## src/design/ssw_pkg.sv

```systemverilog
// Package with constants and types of the supply supervisor watchdog.
package ssw_pkg;

    // Rate of the system clock and of the internal time base.
    localparam int unsigned CLK_HZ        = 200_000_000;
    localparam int unsigned TICK_HZ       = 1_000;
    localparam int unsigned TICK_DIV      = CLK_HZ / TICK_HZ;
    localparam int unsigned DIV_W         = 18;

    // Durations in milliseconds as built.
    localparam int unsigned RELEASE_STD_MS   = 200;
    localparam int unsigned RELEASE_SHORT_MS = 25;
    localparam int unsigned WDOG_SHORT_MS    = 200;
    localparam int unsigned WDOG_LONG_MS     = 1_600;

    // Counts of time-base ticks derived from the durations.
    localparam int unsigned RELEASE_STD_TICKS   = RELEASE_STD_MS * TICK_HZ / 1_000;
    localparam int unsigned RELEASE_SHORT_TICKS = RELEASE_SHORT_MS * TICK_HZ / 1_000;
    localparam int unsigned WDOG_SHORT_TICKS    = WDOG_SHORT_MS * TICK_HZ / 1_000;
    localparam int unsigned WDOG_LONG_TICKS     = WDOG_LONG_MS * TICK_HZ / 1_000;
    localparam int unsigned TICK_W              = 12;

    typedef enum logic [1:0] {
        ST_HOLD    = 2'b00,
        ST_RELEASE = 2'b01,
        ST_RUN     = 2'b10
    } ssw_state_t;

    // Synchronised pin levels.
    typedef struct packed {
        logic uv;
        logic man_n;
        logic kick;
    } ssw_pins_t;

    typedef struct packed {
        ssw_pins_t         s1;
        ssw_pins_t         s2;
        logic              kick_last;
        logic [DIV_W-1:0]  div;
        logic              tick;
        ssw_state_t        state;
        logic [TICK_W-1:0] rel_cnt;
        logic [TICK_W-1:0] wd_cnt;
        logic              rst_n;
        logic              rst;
    } ssw_regs_t;

endpackage

```

## src/design/ssw_top.sv

```systemverilog
// Supply supervisor with release delay, manual reset and watchdog.
//
// Function
// Assert reset from power-up onward.
// Hold reset while undervoltage indication active.
// Start delay only after supply above hysteresis.
// Hold reset for release delay, then release.
// Release delay fixed: 200 ms or 25 ms.
// New undervoltage abandons delay, reasserts reset.
// Low manual reset input forces reset.
// Full release delay after manual reset released.
// Unconnected manual reset reads high, inactive; design has no internal pull-up, relies on the board pull-up.
// Kick level unchanged past timeout triggers reset.
// Kick edge or reset clears watchdog timer.
// Watchdog timeout fixed: 200 ms or 1.6 s.
// Active-high output is complement of active-low.
// Delays counted in ticks of internal time base.
`timescale 1ns/1ps

module ssw_top #(
    parameter bit SHORT_RELEASE = 1'b0,
    parameter bit SHORT_WDOG    = 1'b0,
    parameter bit WDOG_ENABLE   = 1'b1,
    parameter int unsigned TICK_DIV_P = ssw_pkg::TICK_DIV
) (
    input  wire logic SYS_CLK_I,
    input  wire logic RST_I,
    input  wire logic UNDERVOLTAGE_I,
    input  wire logic MANUAL_RESET_N_I,
    input  wire logic WATCHDOG_KICK_IN_I,
    output logic      RESET_N_O,
    output logic      RESET_O
);
    import ssw_pkg::*;

    // Durations chosen at build time, as tick counts.
    localparam logic [TICK_W-1:0] REL_TICKS = SHORT_RELEASE ?
        TICK_W'(RELEASE_SHORT_TICKS) : TICK_W'(RELEASE_STD_TICKS);
    localparam logic [TICK_W-1:0] WD_TICKS = SHORT_WDOG ?
        TICK_W'(WDOG_SHORT_TICKS) : TICK_W'(WDOG_LONG_TICKS);
    localparam logic [DIV_W-1:0] DIV_LAST = DIV_W'(TICK_DIV_P - 1);
    localparam logic [TICK_W-1:0] CNT_ONE = {{(TICK_W-1){1'b0}}, 1'b1};
    localparam logic [DIV_W-1:0]  DIV_ONE = {{(DIV_W-1){1'b0}}, 1'b1};

    ssw_regs_t r_r;
    ssw_regs_t r_nxt;

    logic cause;
    logic kick_edge;
    logic wd_expire;

    always_comb begin
        r_nxt = r_r;
        // Two flip-flops in front of the undervoltage, manual reset and kick pins.
        r_nxt.s1.uv   = UNDERVOLTAGE_I;
        r_nxt.s1.man_n = MANUAL_RESET_N_I;
        r_nxt.s1.kick = WATCHDOG_KICK_IN_I;
        r_nxt.s2      = r_r.s1;
        r_nxt.kick_last = r_r.s2.kick;

        // Time base: one tick enable per divider period.
        r_nxt.tick = 1'b0;
        if (r_r.div == DIV_LAST) begin
            r_nxt.div  = '0;
            r_nxt.tick = 1'b1;
        end else begin
            r_nxt.div = r_r.div + DIV_ONE;
        end

        // The undervoltage flag stays high until the supply passes the threshold plus hysteresis.
        cause = r_r.s2.uv || !r_r.s2.man_n;

        kick_edge = r_r.s2.kick ^ r_r.kick_last;
        wd_expire = WDOG_ENABLE && (r_r.wd_cnt >= WD_TICKS);

        // Watchdog clears on a kick edge or while reset is asserted.
        if (kick_edge || !r_r.rst_n) begin
            r_nxt.wd_cnt = '0;
        end else if (r_r.tick && !wd_expire) begin
            r_nxt.wd_cnt = r_r.wd_cnt + CNT_ONE;
        end

        unique case (r_r.state)
            ST_HOLD: begin
                r_nxt.rel_cnt = '0;
                if (!cause) begin
                    r_nxt.state = ST_RELEASE;
                end
            end
            ST_RELEASE: begin
                if (cause) begin
                    r_nxt.state   = ST_HOLD;
                    r_nxt.rel_cnt = '0;
                end else if (r_r.rel_cnt >= REL_TICKS) begin
                    r_nxt.state = ST_RUN;
                end else if (r_r.tick) begin
                    r_nxt.rel_cnt = r_r.rel_cnt + CNT_ONE;
                end
            end
            ST_RUN: begin
                r_nxt.rel_cnt = '0;
                if (cause) begin
                    r_nxt.state = ST_HOLD;
                end else if (wd_expire) begin
                    r_nxt.state = ST_RELEASE;
                end
            end
            default: begin
                r_nxt.state = ST_HOLD;
            end
        endcase

        r_nxt.rst_n = (r_nxt.state == ST_RUN);
        r_nxt.rst   = !(r_nxt.state == ST_RUN);
    end

    always_ff @(posedge SYS_CLK_I) begin
        if (RST_I) begin
            r_r.s1        <= '{uv: 1'b1, man_n: 1'b1, kick: 1'b0};
            r_r.s2        <= '{uv: 1'b1, man_n: 1'b1, kick: 1'b0};
            r_r.kick_last <= 1'b0;
            r_r.div       <= '0;
            r_r.tick      <= 1'b0;
            r_r.state     <= ST_HOLD;
            r_r.rel_cnt   <= '0;
            r_r.wd_cnt    <= '0;
            r_r.rst_n     <= 1'b0;
            r_r.rst       <= 1'b1;
        end else begin
            r_r <= r_nxt;
        end
    end

    assign RESET_N_O = r_r.rst_n;
    assign RESET_O   = r_r.rst;

endmodule

```

## config.mk

```make
export PLATFORM = sky130hd
export DESIGN_NAME = ssw_top
export DESIGN_NICKNAME = d
export VERILOG_FILES = /design/src/design/ssw_pkg.sv /design/src/design/ssw_top.sv
export SDC_FILE = /design/constraint.sdc
export NUM_CORES = 1
export LEC_CHECK = 0
export BUFFER_PORTS_ARGS = -buffer_cell sky130_fd_sc_hd__buf_2
export CORE_ASPECT_RATIO = 0.8
export CORE_MARGIN = 5
export CORE_UTILIZATION = 28
export DETAILED_ROUTE_END_ITERATION = 16
export SLEW_MARGIN = 0
export SYNTH_ARGS = -nofsm -noshare
export SYNTH_HDL_FRONTEND = slang
export SYNTH_SLANG_ARGS = --single-unit
export TNS_END_PERCENT = 5
```

## constraint.sdc

```tcl
create_clock -name SYS_CLK_I -period 4.5 [get_ports SYS_CLK_I]
set_input_delay 0.45 -clock SYS_CLK_I [delete_from_list [all_inputs] [get_ports SYS_CLK_I]]
set_output_delay 0.45 -clock SYS_CLK_I [all_outputs]
set_load 0.01 [all_outputs]
```

==> impl_metrics.env <==
export IMPL_outcome="finished clean"
export IMPL_layout_drive_gt1_share_pct=8.11
export IMPL_antenna_found_initial=0
export IMPL_critPathArrivalTime_ns=2.29
export IMPL_io_pins=7
export IMPL_drt_iter0_drc=43
export IMPL_netlist_area_um2=2320
export IMPL_post_cts_resized=0
export IMPL_wire_per_inst_um=10.7
export IMPL_rsz0062_at_grt="no"
export IMPL_ys_ff_latch=54
export IMPL_yosysMostFrequentCell="dfxtp_1"
export IMPL_start_util_pct=28.9
export IMPL_holdCritPathClass="in -> reg"
export IMPL_endpoint_kind="flop"
export IMPL_die_width_um=112
export IMPL_ys_top_cells_by_count="dfxtp_1 (54), nor2_1 (29), xnor2_1 (18), nand2_1 (14), nand3_1 (13)"
export IMPL_grt_busiest_layer="met1"
export IMPL_area_growth_pct=11.9
export IMPL_num_vias=1697
export IMPL_yosysUniqueCellTypes=41
export IMPL_clk_latency_ns=0.31
export IMPL_core_um2=8020
export IMPL_design_area_um2=2600
export IMPL_regToRegStartpoint="r_r[31]"
export IMPL_nFillCells=823
export IMPL_tightest_slew_ns=0.892
export IMPL_hpwl_um=2740
export IMPL_postCtsSetupRepairBufs=0
export IMPL_htree_num_levels=2
export IMPL_static_leakage_power_nw=0.838
export IMPL_yosys_area_top_type="dfxtp_1"
export IMPL_numCtsBuffers=5
export IMPL_grt_met3_usage_pct=2.52
export IMPL_post_route_drc_count=0
export IMPL_finalSetupTns_ns=0
export IMPL_slew_viol_final=0
export IMPL_path_max_fanout=12
export IMPL_nets=268
export IMPL_firstDrtPassIters=4
export IMPL_hold_violations=0
export IMPL_cts_tree="yes"
export IMPL_drv_cap=0
export IMPL_start_kind="flop"
export IMPL_port_buffers=6
export IMPL_row_count=29
export IMPL_grt_max_degree=19
export IMPL_hold_start="UNDERVOLTAGE_I"
export IMPL_setup_viol=0
export IMPL_post_route_period_util_pct=45.8
export IMPL_synth_area_per_cell_um2=9.17
export IMPL_yosysSeqAreaShare_pct=46.6
export IMPL_async_reset_ff_share_pct=0
export IMPL_synthTopCellsByArea="dfxtp_1 (47%), xnor2_1 (6.8%), nor2_1 (4.7%)"
export IMPL_track_usage_pct=7.91
export IMPL_synth_top_cell_area_share_pct=46.6
export IMPL_postPlaceCellArea_um2=2450
export IMPL_grt_use_met1_pct=11.7
export IMPL_clk_pin_slew_ns=0.10
export IMPL_final_min_clock_period_ns=2.06
export IMPL_clockBufferDepth=2
export IMPL_synth_ff_type="dfxtp_1"
export IMPL_fmaxAchievable_mhz=485
export IMPL_hold_end="r_nxt[50]"
export IMPL_cp_required_ns=4.73
export IMPL_slew_headroom_pct=40.5
export IMPL_cts_root_buf="clkbuf_8"
export IMPL_reg2reg_slack_ns=2.44
export IMPL_synth_cells=253
export IMPL_drt_vias_per_instance=4.62
export IMPL_power_density_nw_per_um2=346
export IMPL_grt_met2_usage_pct=10.5
export IMPL_postRouteAntennaNets=0
export IMPL_min_path_cells=2
export IMPL_ir_drop_uv=147
export IMPL_postCtsHoldBufs=0
export IMPL_synth_edf_count=0
export IMPL_routed_wl_um=3940
export IMPL_grt_pass1_vias=1488
export IMPL_place_inst=359
export IMPL_syn_num_nets=263
export IMPL_ys_warnings_count=0
export IMPL_gp_congestion=0.804
export IMPL_grt_overflow_total=0
export IMPL_antennaDiodeCount=0
export IMPL_die_area_um2=10200
export IMPL_fin_skew_ns=0.0112
export IMPL_clock_sinks=54
export IMPL_r2r_end="r_r[46]"
export IMPL_die_h_um=91.4
export IMPL_grt_pass1_wl_um=6720
export IMPL_critical_path_class="reg -> reg"
export IMPL_final_cells=367
export IMPL_r2r_cells=4
## routing by layer
layer  wire (um)  vias up
li1            -      892
met1        2200      777
met2        1540       23
met3         140        5
met4          53        0
met5           0        -
## state kept, by name, summed over array words and instances, names as in the netlist
register	flops
RESET_N_O	1
RESET_O	1
r_nxt	4
r_r	48
## cell type report
type                            count  area (um^2)  area share, %
Clock inverter                      2         60.1           2.31
Tap cell                          108          135           5.20
Sequential cell                    54         1080           41.6
Timing Repair Buffer                6         30.0           1.16
Multi-Input combinational cell    184         1180           45.5
Clock buffer                        6         82.6           3.18
Inverter                            7         26.3           1.01
## through the flow
stage	power [mW]	hold WS [ns]	setup WS [ns]	utilization [%]
floorplan	0.509	0.389	2.87	-
global placement	0.514	0.397	2.52	30.6
detailed placement	0.514	0.394	2.50	30.6
CTS	0.910	0.314	2.45	32.4
global route	0.931	0.314	2.31	32.4
finish	0.898	0.327	2.44	32.4
## layout by cell type (no fill, tap or decap), drive strengths merged, types with 2 or more instances in the layout
cell    synthesis  layout
nor3            9       9
and2            5       5
a21boi          2       2
o21ai           4       4
inv             7       7
or3             4       4
buf             1       6
dfxtp          54      54
nand2          14      14
ha              5       5
nor4b           2       2
or2             4       4
or4             2       2
and3            4       4
bufinv          0       2
xor2            5       5
nor3b           4       4
nor2b           4       4
o21a            2       2
nand4          10      10
clkbuf          7       6
a21oi           9       9
xnor2          18      18
nor4            7       7
nand2b          8       8
mux2i           7       7
nand3          13      13
nor4bb          2       2
nor2           29      29
## worst max-delay path: stages, from the launching register on
cell,delay [ns]
dfxtp_1,0.40
nand4_1,0.40
or4_4,0.68
or3_1,0.35
a21oi_1,0.14
## where the power goes
part           leakage, nW  switching [mW]  total (mW)  internal (mW)
Sequential           0.437         0.00381       0.487          0.483
Clock               0.0714           0.159       0.396          0.237
Combinational        0.330         0.00920      0.0156        0.00641
Total                0.838           0.172       0.898          0.726
## kinds of logic (layout without fill, tap and decap cells)
family                   Yosys count  in the layout  share of synthesized area (%)
adder cells (fa/ha/maj)            5              5                           2.70
AO/OA/AOI/OAI                     25             25                           7.55
AND/OR/NAND/NOR                  124            124                           29.0
multiplexers                       7              7                           3.02
XOR/XNOR                          23             23                           8.68
buffers and inverters             15             21                           2.48
flip-flops                        54             54                           46.6
## worst max path at each step
stage,start,end,slack [ns],cells past startpoint
after floorplan,r_r[29],r_r[37],2.87,7
after global placement,r_r[31],r_r[46],2.52,4
after detailed placement,r_r[31],r_r[46],2.50,4
after CTS,r_r[31],r_r[46],2.45,4
after global routing,r_r[22],r_r[16],2.31,4
final,r_r[31],r_r[46],2.44,4
Power figures use the tool's default switching activity.
